## config.mk

```make
export PLATFORM = sky130hd
export DESIGN_NAME = tsw_trap_status
export DESIGN_NICKNAME = d
export VERILOG_FILES = /design/src/tsw_pkg.sv /design/src/tsw_latency_timer.sv /design/src/tsw_trap_status.sv
export VERILOG_INCLUDE_DIRS = /design/src /design/src/src
export SDC_FILE = /design/constraint.sdc
export NUM_CORES = 1
export LEC_CHECK = 0
export ABC_CLOCK_PERIOD_IN_PS = 6100
export BUFFER_PORTS_ARGS = -buffer_cell sky130_fd_sc_hd__buf_2
export CAP_MARGIN = 20
export CORE_UTILIZATION = 45
export DETAILED_ROUTE_END_ITERATION = 10
export GPL_ROUTABILITY_DRIVEN = 0
export GPL_TIMING_DRIVEN = 0
export PLACE_DENSITY = 0.71
export SLEW_MARGIN = 20
export SYNTH_ARGS = -nofsm -noshare
export SYNTH_HDL_FRONTEND = slang
export SYNTH_HIERARCHICAL = 1
export SYNTH_SLANG_ARGS = --single-unit
```

## constraint.sdc

```tcl
create_clock -name clk -period 6.1 [get_ports clk]
set_clock_uncertainty 0.1 [all_clocks]
set_input_delay 1.22 -clock clk [delete_from_list [all_inputs] [get_ports clk]]
set_output_delay 1.22 -clock clk [all_outputs]
set_load 0.05 [all_outputs]
```

## src/tsw_cfg.svh

```systemverilog
// constants for the trap status word and timing unit
// assumes a 4 ns processor clock and a 16-bit register port
`ifndef TSW_CFG_SVH
`define TSW_CFG_SVH

`define TSW_CLK_NS 4

// register indices on the local port
`define TSW_ADDR_PSW 4'h0
`define TSW_ADDR_TIME 4'h1
`define TSW_ADDR_STAT 4'h2
`define TSW_ADDR_TIMECYC 4'h3

// status word fields
`define TSW_CC_HI 3
`define TSW_CC_LO 0
`define TSW_TRACE_BIT 4
`define TSW_PRIO_HI 7
`define TSW_PRIO_LO 5
`define TSW_PREV_HI 13
`define TSW_PREV_LO 12
`define TSW_CUR_HI 15
`define TSW_CUR_LO 14
`define TSW_MODE_KERNEL 2'h0
`define TSW_MODE_USER 2'h3
`define TSW_PSW_RESET 16'h0000

// timing model in nanoseconds
`define TSW_MMU_EXTRA_NS 16'h0078
`define TSW_STEP_NS 16'h00c8
`define TSW_TOL_PCT 10
`define TSW_CORE_ACCESS_NS 510
`define TSW_CORE_CYCLE_NS 1000
`define TSW_MOS_ACCESS_NS 635
`define TSW_MOS_CYCLE_NS 775
`define TSW_BR_TAKEN_CORE_NS 16'h0884
`define TSW_BR_NOT_CORE_NS 16'h065e
`define TSW_BR_TAKEN_MOS_NS 16'h0906
`define TSW_BR_NOT_MOS_NS 16'h06e0
`define TSW_BR_MEM_CYCLES 3'h1

// latency bounds: longest times round down to whole cycles
`define TSW_SVC_CORE_NS 7320
`define TSW_SVC_MOS_NS 7700
`define TSW_NPR_MAX_NS 2500
`define TSW_SVC_CORE_CYC (`TSW_SVC_CORE_NS / `TSW_CLK_NS)
`define TSW_SVC_MOS_CYC (`TSW_SVC_MOS_NS / `TSW_CLK_NS)
`define TSW_NPR_MAX_CYC (`TSW_NPR_MAX_NS / `TSW_CLK_NS)
// grant margin so the grant lands inside the bound
`define TSW_NPR_MARGIN 2

`endif

```

## src/tsw_pkg.sv

```systemverilog
// types shared by the trap status word unit
// no assumptions beyond the cfg header
package tsw_pkg;

	typedef enum logic [1:0] {
		TSW_CLS_DOUBLE,
		TSW_CLS_SINGLE,
		TSW_CLS_EF_ONLY,
		TSW_CLS_BRANCH
	} tsw_class_t;

	typedef enum {
		TSW_ST_IDLE,
		TSW_ST_VEC_PC,
		TSW_ST_VEC_PS,
		TSW_ST_PUSH_PS,
		TSW_ST_PUSH_PC,
		TSW_ST_HANDLER
	} tsw_state_t;

	// memory read of a vector word
	typedef struct packed {
		logic valid;
		logic kernelSpace;
		logic [15:0] addr;
	} tsw_fetch_t;

	// stack push of one word
	typedef struct packed {
		logic valid;
		logic userStack;
		logic [15:0] data;
	} tsw_push_t;

	// timing description of one retiring instruction
	typedef struct packed {
		tsw_class_t cls;
		logic [15:0] srcNs;
		logic [15:0] dstNs;
		logic [15:0] efNs;
		logic [2:0] memCycles;
		logic [4:0] extraSteps;
		logic taken;
	} tsw_instr_t;

endpackage

```

## src/tsw_latency_timer.sv

```systemverilog
// bound timer: counts cycles from start until stop
// assumes start is a single-cycle pulse from the parent; stop may be a held level (nprTimer stop stays high while no request is pending)
`timescale 1ns/1ps
module tsw_latency_timer (
	input wire logic clk,
	input wire logic sys_rst,
	input wire logic start,
	input wire logic stop,
	input wire logic [11:0] limit,
	output logic running,
	output logic expired
);

	logic running_q;
	logic [11:0] count_q;

	always_ff @(posedge clk) begin
		if (sys_rst) begin
			running_q <= 1'b0;
		end else if (start) begin
			running_q <= 1'b1;
		end else if (stop) begin
			running_q <= 1'b0;
		end
	end

	always_ff @(posedge clk) begin
		if (sys_rst || start) begin
			count_q <= 12'h000;
		end else if (running_q && count_q != 12'hfff) begin
			count_q <= count_q + 12'h001;
		end
	end

	assign running = running_q;
	assign expired = running_q && (count_q >= limit);

endmodule

```

## src/tsw_trap_status.sv

```systemverilog
// status word update on trap, interrupt and return, plus the timing model
// assumes the core pulses events on clk and that memory answers with ack pulses
//
// The register offsets and the plain strobed port were chosen for this implementation.
`timescale 1ns/1ps
`include "tsw_cfg.svh"

module tsw_trap_status (
	input wire logic clk,
	input wire logic sys_rst,
	// register port
	input wire logic [3:0] regAddr,
	input wire logic [15:0] regWdata,
	input wire logic regWr,
	input wire logic regRd,
	output logic [15:0] regRdata,
	input wire logic pswUserMapped,
	// core events
	input wire logic instrEnd,
	input wire tsw_pkg::tsw_instr_t instrInfo,
	input wire logic mmuEnabled,
	input wire logic memIsMos,
	input wire logic trapReq,
	input wire logic [15:0] trapVector,
	input wire logic [15:0] oldPc,
	input wire logic returnReq,
	input wire logic [15:0] stackedPs,
	// peripheral interrupt request
	input wire logic intReq,
	input wire logic [2:0] intLevel,
	input wire logic [15:0] intVector,
	output logic intAck,
	// bus request from a dma device
	input wire logic nprReq,
	input wire logic cpuMemBusy,
	output logic nprGrant,
	output logic cpuHold,
	// vector fetch and stack push
	output tsw_pkg::tsw_fetch_t vecFetch,
	input wire logic vecAck,
	input wire logic [15:0] vecRdata,
	output tsw_pkg::tsw_push_t stackPush,
	input wire logic pushAck,
	// handler start
	output logic handlerStart,
	output logic [15:0] handlerPc,
	output logic [15:0] psw,
	output logic trapBusy,
	output logic [15:0] instrTimeNs
);

	tsw_pkg::tsw_state_t state_q;
	logic [15:0] psw_q;
	logic [15:0] oldPs_q;
	logic [15:0] oldPc_q;
	logic [15:0] vecAddr_q;
	logic [15:0] newPc_q;
	logic [15:0] newPs_q;
	logic startIntr;
	logic startEntry;
	logic userMode;
	logic explicitOk;
	logic pswWrite;
	logic svcRunning;
	logic svcExpired;
	logic svcOverrun_q;
	logic nprOverrun_q;
	logic [11:0] svcLimit;
	logic nprWaiting;
	logic nprExpired;
	logic nprGrant_q;
	logic [15:0] regRdata_q;
	logic [15:0] time_q;
	logic [15:0] timeCyc_q;
	logic [15:0] timeNs;
	logic [15:0] brNs;
	logic [15:0] mmuNs;
	logic [15:0] stepNs;
	logic handlerStart_q;
	logic intAck_q;

	assign userMode = psw_q[`TSW_CUR_HI:`TSW_CUR_LO] == `TSW_MODE_USER;

	assign startIntr = intReq && instrEnd && !trapReq && state_q == tsw_pkg::TSW_ST_IDLE &&
		intLevel > psw_q[`TSW_PRIO_HI:`TSW_PRIO_LO];
	assign startEntry = (trapReq || startIntr) && state_q == tsw_pkg::TSW_ST_IDLE;

	assign explicitOk = !userMode || pswUserMapped;
	assign pswWrite = regWr && regAddr == `TSW_ADDR_PSW && explicitOk;

	// entry sequencer: vector pc, vector status, push status, push pc
	always_ff @(posedge clk) begin
		if (sys_rst) begin
			state_q <= tsw_pkg::TSW_ST_IDLE;
		end else begin
			case (state_q)
				tsw_pkg::TSW_ST_IDLE: begin
					if (startEntry) begin
						state_q <= tsw_pkg::TSW_ST_VEC_PC;
					end
				end
				tsw_pkg::TSW_ST_VEC_PC: begin
					if (vecAck) begin
						state_q <= tsw_pkg::TSW_ST_VEC_PS;
					end
				end
				tsw_pkg::TSW_ST_VEC_PS: begin
					if (vecAck) begin
						state_q <= tsw_pkg::TSW_ST_PUSH_PS;
					end
				end
				tsw_pkg::TSW_ST_PUSH_PS: begin
					if (pushAck) begin
						state_q <= tsw_pkg::TSW_ST_PUSH_PC;
					end
				end
				tsw_pkg::TSW_ST_PUSH_PC: begin
					if (pushAck) begin
						state_q <= tsw_pkg::TSW_ST_HANDLER;
					end
				end
				tsw_pkg::TSW_ST_HANDLER: begin
					state_q <= tsw_pkg::TSW_ST_IDLE;
				end
				default: begin
					state_q <= tsw_pkg::TSW_ST_IDLE;
				end
			endcase
		end
	end

	always_ff @(posedge clk) begin
		if (sys_rst) begin
			oldPs_q <= 16'h0000;
			oldPc_q <= 16'h0000;
			vecAddr_q <= 16'h0000;
		end else if (startEntry) begin
			oldPs_q <= psw_q;
			oldPc_q <= oldPc;
			vecAddr_q <= trapReq ? trapVector : intVector;
		end
	end

	always_ff @(posedge clk) begin
		if (sys_rst) begin
			newPc_q <= 16'h0000;
			newPs_q <= 16'h0000;
		end else if (vecAck && state_q == tsw_pkg::TSW_ST_VEC_PC) begin
			newPc_q <= vecRdata;
		end else if (vecAck && state_q == tsw_pkg::TSW_ST_VEC_PS) begin
			newPs_q <= vecRdata;
		end
	end

	always_comb begin
		vecFetch.valid = !nprGrant_q && (state_q == tsw_pkg::TSW_ST_VEC_PC ||
			state_q == tsw_pkg::TSW_ST_VEC_PS);
		vecFetch.kernelSpace = 1'b1;
		vecFetch.addr = state_q == tsw_pkg::TSW_ST_VEC_PS ? vecAddr_q + 16'h0002 : vecAddr_q;
	end

	always_comb begin
		stackPush.valid = !nprGrant_q && (state_q == tsw_pkg::TSW_ST_PUSH_PS ||
			state_q == tsw_pkg::TSW_ST_PUSH_PC);
		stackPush.userStack = psw_q[`TSW_CUR_HI:`TSW_CUR_LO] == `TSW_MODE_USER;
		stackPush.data = state_q == tsw_pkg::TSW_ST_PUSH_PS ? oldPs_q : oldPc_q;
	end

	// status word update; entry wins over return, return over explicit write
	always_ff @(posedge clk) begin
		if (sys_rst) begin
			psw_q <= `TSW_PSW_RESET;
		end else if (state_q == tsw_pkg::TSW_ST_VEC_PS && vecAck) begin
			psw_q[`TSW_CC_HI:`TSW_CC_LO] <= vecRdata[`TSW_CC_HI:`TSW_CC_LO];
			psw_q[`TSW_TRACE_BIT] <= vecRdata[`TSW_TRACE_BIT];
			psw_q[`TSW_PRIO_HI:`TSW_PRIO_LO] <= vecRdata[`TSW_PRIO_HI:`TSW_PRIO_LO];
			psw_q[11:8] <= vecRdata[11:8];
			psw_q[`TSW_PREV_HI:`TSW_PREV_LO] <= oldPs_q[`TSW_CUR_HI:`TSW_CUR_LO];
			psw_q[`TSW_CUR_HI:`TSW_CUR_LO] <= vecRdata[`TSW_CUR_HI:`TSW_CUR_LO];
		end else if (returnReq && state_q == tsw_pkg::TSW_ST_IDLE) begin
			if (userMode) begin
				psw_q[`TSW_CC_HI:`TSW_CC_LO] <= stackedPs[`TSW_CC_HI:`TSW_CC_LO];
				psw_q[`TSW_TRACE_BIT] <= stackedPs[`TSW_TRACE_BIT];
			end else begin
				psw_q <= stackedPs;
			end
		end else if (pswWrite) begin
			psw_q <= {regWdata[15:5], psw_q[`TSW_TRACE_BIT], regWdata[3:0]};
		end
	end

	assign svcLimit = memIsMos ? 12'(`TSW_SVC_MOS_CYC) : 12'(`TSW_SVC_CORE_CYC);

	tsw_latency_timer svcTimer (
		.clk(clk),
		.sys_rst(sys_rst),
		.start(startIntr),
		.stop(state_q == tsw_pkg::TSW_ST_HANDLER),
		.limit(svcLimit),
		.running(svcRunning),
		.expired(svcExpired)
	);

	always_ff @(posedge clk) begin
		if (sys_rst) begin
			svcOverrun_q <= 1'b0;
		end else if (svcExpired && svcRunning) begin
			svcOverrun_q <= 1'b1;
		end else if (regWr && regAddr == `TSW_ADDR_STAT && regWdata[0]) begin
			svcOverrun_q <= 1'b0;
		end
	end

	always_ff @(posedge clk) begin
		if (sys_rst) begin
			intAck_q <= 1'b0;
			handlerStart_q <= 1'b0;
			handlerPc <= 16'h0000;
		end else begin
			intAck_q <= startIntr;
			handlerStart_q <= state_q == tsw_pkg::TSW_ST_PUSH_PC && pushAck;
			if (state_q == tsw_pkg::TSW_ST_PUSH_PC && pushAck) begin
				handlerPc <= newPc_q;
			end
		end
	end

	assign nprWaiting = nprReq && !nprGrant_q;

	tsw_latency_timer nprTimer (
		.clk(clk),
		.sys_rst(sys_rst),
		.start(nprWaiting && !cpuHold),
		// a withdrawn request must not leave the hold standing
		.stop(nprGrant_q || !nprReq),
		.limit(12'(`TSW_NPR_MAX_CYC - `TSW_NPR_MARGIN)),
		.running(cpuHold),
		.expired(nprExpired)
	);

	// grant when bus free or forced
	always_ff @(posedge clk) begin
		if (sys_rst) begin
			nprGrant_q <= 1'b0;
		end else if (!nprReq) begin
			nprGrant_q <= 1'b0;
		end else if (!cpuMemBusy || nprExpired) begin
			nprGrant_q <= 1'b1;
		end
	end

	always_ff @(posedge clk) begin
		if (sys_rst) begin
			nprOverrun_q <= 1'b0;
		end else if (nprExpired && cpuMemBusy && !nprGrant_q) begin
			nprOverrun_q <= 1'b1;
		end else if (regWr && regAddr == `TSW_ADDR_STAT && regWdata[1]) begin
			nprOverrun_q <= 1'b0;
		end
	end

	always_comb begin
		if (memIsMos) begin
			brNs = instrInfo.taken ? `TSW_BR_TAKEN_MOS_NS : `TSW_BR_NOT_MOS_NS;
		end else begin
			brNs = instrInfo.taken ? `TSW_BR_TAKEN_CORE_NS : `TSW_BR_NOT_CORE_NS;
		end
	end

	assign mmuNs = mmuEnabled ? 16'(`TSW_MMU_EXTRA_NS * (instrInfo.cls ==
		tsw_pkg::TSW_CLS_BRANCH ? `TSW_BR_MEM_CYCLES : instrInfo.memCycles)) : 16'h0000;
	assign stepNs = 16'(`TSW_STEP_NS * instrInfo.extraSteps);

	always_comb begin
		case (instrInfo.cls)
			tsw_pkg::TSW_CLS_DOUBLE: begin
				timeNs = instrInfo.srcNs + instrInfo.dstNs + instrInfo.efNs;
			end
			tsw_pkg::TSW_CLS_SINGLE: begin
				timeNs = instrInfo.dstNs + instrInfo.efNs;
			end
			tsw_pkg::TSW_CLS_EF_ONLY: begin
				timeNs = instrInfo.efNs;
			end
			tsw_pkg::TSW_CLS_BRANCH: begin
				timeNs = brNs;
			end
			default: begin
				timeNs = instrInfo.efNs;
			end
		endcase
	end

	always_ff @(posedge clk) begin
		if (sys_rst) begin
			time_q <= 16'h0000;
			timeCyc_q <= 16'h0000;
		end else if (instrEnd) begin
			time_q <= timeNs + mmuNs + stepNs;
			timeCyc_q <= 16'((timeNs + mmuNs + stepNs + 16'h0003) >> 2);
		end
	end

	always_ff @(posedge clk) begin
		if (sys_rst) begin
			regRdata_q <= 16'h0000;
		end else if (regRd) begin
			case (regAddr)
				`TSW_ADDR_PSW: begin
					regRdata_q <= explicitOk ? psw_q : 16'h0000;
				end
				`TSW_ADDR_TIME: begin
					regRdata_q <= time_q;
				end
				`TSW_ADDR_TIMECYC: begin
					regRdata_q <= timeCyc_q;
				end
				`TSW_ADDR_STAT: begin
					regRdata_q <= {11'h000, memIsMos, userMode, trapBusy, nprOverrun_q,
						svcOverrun_q};
				end
				default: begin
					regRdata_q <= 16'h0000;
				end
			endcase
		end else begin
			regRdata_q <= 16'h0000;
		end
	end

	assign regRdata = regRdata_q;
	assign psw = psw_q;
	assign trapBusy = state_q != tsw_pkg::TSW_ST_IDLE;
	assign intAck = intAck_q;
	assign handlerStart = handlerStart_q;
	assign nprGrant = nprGrant_q;
	assign instrTimeNs = time_q;

endmodule
```

==> flow_metrics.env <==
export IMPL_initial_core_util_pct=45.8
export IMPL_placed_area_um2=13800
export IMPL_irDropWorstVdd_uv=186
export IMPL_sw_frac_of_total_pct=39.7
export IMPL_pwr_share_seq_pct=30.7
export IMPL_cts_root_buf="clkbuf_16"
export IMPL_dpl_hpwl_um=29100
export IMPL_finalPower_w=0.00439
export IMPL_firstDrtPassIters=7
export IMPL_drive_gt1_share_pct=23.7
export IMPL_ys_flop_type="dfxtp_1"
export IMPL_synth_edf_count=0
export IMPL_hold_viol_final=0
export IMPL_antennaDiodeCount=0
export IMPL_grt_busiest_layer="met2"
export IMPL_drc_errors=0
export IMPL_critPathCaptureType="flip-flop"
export IMPL_synth_commonest_cells="208 x nand2_1, 176 x dfxtp_1, 171 x nor2_1, 125 x a21oi_1, 96 x ha_1"
export IMPL_stdcell_count=2139
export IMPL_yosysWarnings=6
export IMPL_die_area_um2=27200
export IMPL_fin_nets=2094
export IMPL_cts_tree="done"
export IMPL_drv_slew=0
export IMPL_cts_made_buffers=17
export IMPL_fp_row_count=59
export IMPL_min_path_type="reg2reg"
export IMPL_wirelength_um=35900
export IMPL_netlist_area_um2=11900
export IMPL_rsz0062_at_grt="true"
export IMPL_num_vias=11600
export IMPL_min_path_cells=2
export IMPL_globalRouteOverflowTotal=0
export IMPL_path_class="in2reg"
export IMPL_avgSynthCellArea_um2=8.15
export IMPL_first_global_vias=10800
export IMPL_crit_required_ns=6.35
export IMPL_clock_latency_ns=0.43
export IMPL_stdcell_area_um2=14800
export IMPL_met2_usage_pct=45.8
export IMPL_fin_crit_ns=6.05
export IMPL_via_per_inst=5.41
export IMPL_pwr_share_comb_pct=45.0
export IMPL_critPathMaxFanout=5
export IMPL_grt_max_degree=17
export IMPL_critPathArrivalTime_ns=6.29
export IMPL_synth_area_leader_cell="dfxtp_1"
export IMPL_fmax_mhz=165
export IMPL_die_y_um=165
export IMPL_setup_violations=0
export IMPL_grtUsageMet1_pct=31.1
export IMPL_numPortBuffers=277
export IMPL_timing_reg2reg_worst_path_depth=9
export IMPL_slew_headroom_pct=38.3
export IMPL_drtIter0Drc=908
export IMPL_synthTopCellsByArea="dfxtp_1 30%, ha_1 10%, nand2_1 6.5%"
export IMPL_area_growth_pct=24.1
export IMPL_grt_usage_pct=25.8
export IMPL_status="complete, no violations"
export IMPL_cts_sinks=176
export IMPL_fp_dieW_um=165
export IMPL_leakage_nw=6.80
export IMPL_drtAntennaViolNets=0
export IMPL_grtUsageMet3_pct=4.82
export IMPL_fin_hold_ws_ns=0.352
export IMPL_synth_distinct_cells=78
export IMPL_fin_tns_setup_ns=0
export IMPL_cts_hold_buf=0
export IMPL_pwr_share_clk_pct=24.3
export IMPL_p_per_area_nw_per_um2=297
export IMPL_internal_power_w=0.00265
export IMPL_seq_area_frac_synth_pct=29.5
export IMPL_grt_first_pass_wirelength_um=54500
export IMPL_setup_worst_path_start_class="input pin"
export IMPL_synth_top_area_share_pct=29.5
export IMPL_synthCells=1464
export IMPL_fin_crit_sh_pct=99.1
export IMPL_cts_buffer_depth=2
export IMPL_cts_clk_slew_worst_paths_ns=0.07
export IMPL_dp_cells=2095
export IMPL_p_sw_w=0.00174
export IMPL_core_area_um2=26100
export IMPL_antenna_found_initial=3
export IMPL_tightest_slew_ns=0.919
export IMPL_synth_most_common_cell="nand2_1"
export IMPL_post_drt_wl_per_cell_um=16.8
export IMPL_ys_ff_latch=176
export IMPL_ioPinCount=282
export IMPL_async_flop_share_pct=0
export IMPL_maxCapViolCount=0
export IMPL_htree_levels=4
-- final timing paths --
kind	from	endpoint	slack [ns]
max reg2reg	state_q[0]$_SDFFE_PP0P_	oldPs_q[3]$_SDFFE_PP0P_	2.21
max	instrInfo[26]	timeCyc_q[13]$_SDFFE_PP0P_	0.05
min	newPc_q[8]$_SDFFE_PP0P_	handlerPc[8]$_SDFFE_PP0P_	0.35
min reg2reg	newPc_q[8]$_SDFFE_PP0P_	handlerPc[8]$_SDFFE_PP0P_	0.35
-- power by group through the flow --
stage	clock [W]	sequential [W]	combinational, W
final	0.00107	0.00135	0.00198
after global routing	0.00112	0.00136	0.00215
after CTS	0.00108	0.00134	0.00181
after detailed placement	0	0.00137	0.00166
after global placement	0	0.00137	0.00163
after floorplan	0	0.00147	0.00112
-- per-layer routing --
layer | vias up | part of all wire, %
met5 | - | 0.081
met4 | 4 | 2.5
met3 | 57 | 6.7
met2 | 413 | 48
met1 | 5352 | 42
li1 | 5736 | -
-- layout by cell type (no fill, tap or decap), drive strengths merged, types with 7 or more instances in the layout --
master	instances
a211oi	52
a21o	15
a21oi	125
a222oi	13
a31oi	11
and2	7
and3	15
buf	302
clkbuf	79
conb	21
dfxtp	176
fa	29
ha	96
inv	94
mux2	20
mux2i	52
nand2	210
nand2b	8
nand3	23
nand4	12
nor2	171
nor2b	15
nor3	29
o21ai	60
xnor2	33
xor2	30
-- critical path: stages --
cell      delay [ns]
buf_8           0.08
inv_4           0.03
fa_1            0.54
inv_2           0.04
ha_4            0.16
fa_2            0.36
a21oi_2         0.16
buf_4           0.13
nor2b_1         0.04
nor2_1          0.12
xor2_1          0.15
o21ai_1         0.11
o21ai_2         0.17
fa_1            0.50
fa_2            0.48
xor2_4          0.19
nor4b_2         0.26
and3b_2         0.23
and4_1          0.21
buf_6           0.12
nand4b_1        0.11
mux2_4          0.30
or4b_4          0.53
o221ai_2        0.07
-- sequential cells by signal, summed over array words and instances (netlist names), 14 cells and up --
name / cells
oldPc_q: 16
handlerPc: 16
instrTimeNs: 16
newPc_q: 16
oldPs_q: 16
timeCyc_q: 14
regRdata: 16
psw: 16
vecAddr_q: 16
-- metrics by stage --
stage	utilization [%]	setup slack (ns)
finish	56.8	0.0540
global route	56.8	-0.197
CTS	56.0	0.0136
detailed placement	53.1	-0.801
global placement	53.1	-0.653
floorplan	-	0.0188
-- kinds of logic (layout without fill, tap and decap cells) --
family / after synthesis / in the layout / share of synthesized area (%)
and+or+nand+nor: 530 / 530 / 20.7
AOI/OAI and AO/OA: 328 / 328 / 17.8
DFF: 176 / 176 / 29.5
buffers and inverters: 164 / 485 / 5.32
adders and majority gates: 125 / 125 / 14.9
muxes: 75 / 75 / 6.85
xor gates and xnor gates: 64 / 64 / 4.82
other: 2 / 21 / 0.0629
-- repair_timing --
action	in CTS	in global routing
setup buffers	8	7
endpoints found under the setup margin	1	3
gates cloned	0	0
resized for setup	25	43
pin swaps	21	25
hold endpoints to repair	0	0
-- area by class of cell --
cell class                 count  area [um2]
buffer                        70         290
sequential                   176        3520
tap                          335         419
clock inverter                12         135
fill                        2377       11200
timing repair buffer         292        1530
inverter                      92         348
clock buffer                  19         433
multi-input combinational   1143        8140
Note: power is estimated with default switching activity, not from simulation.
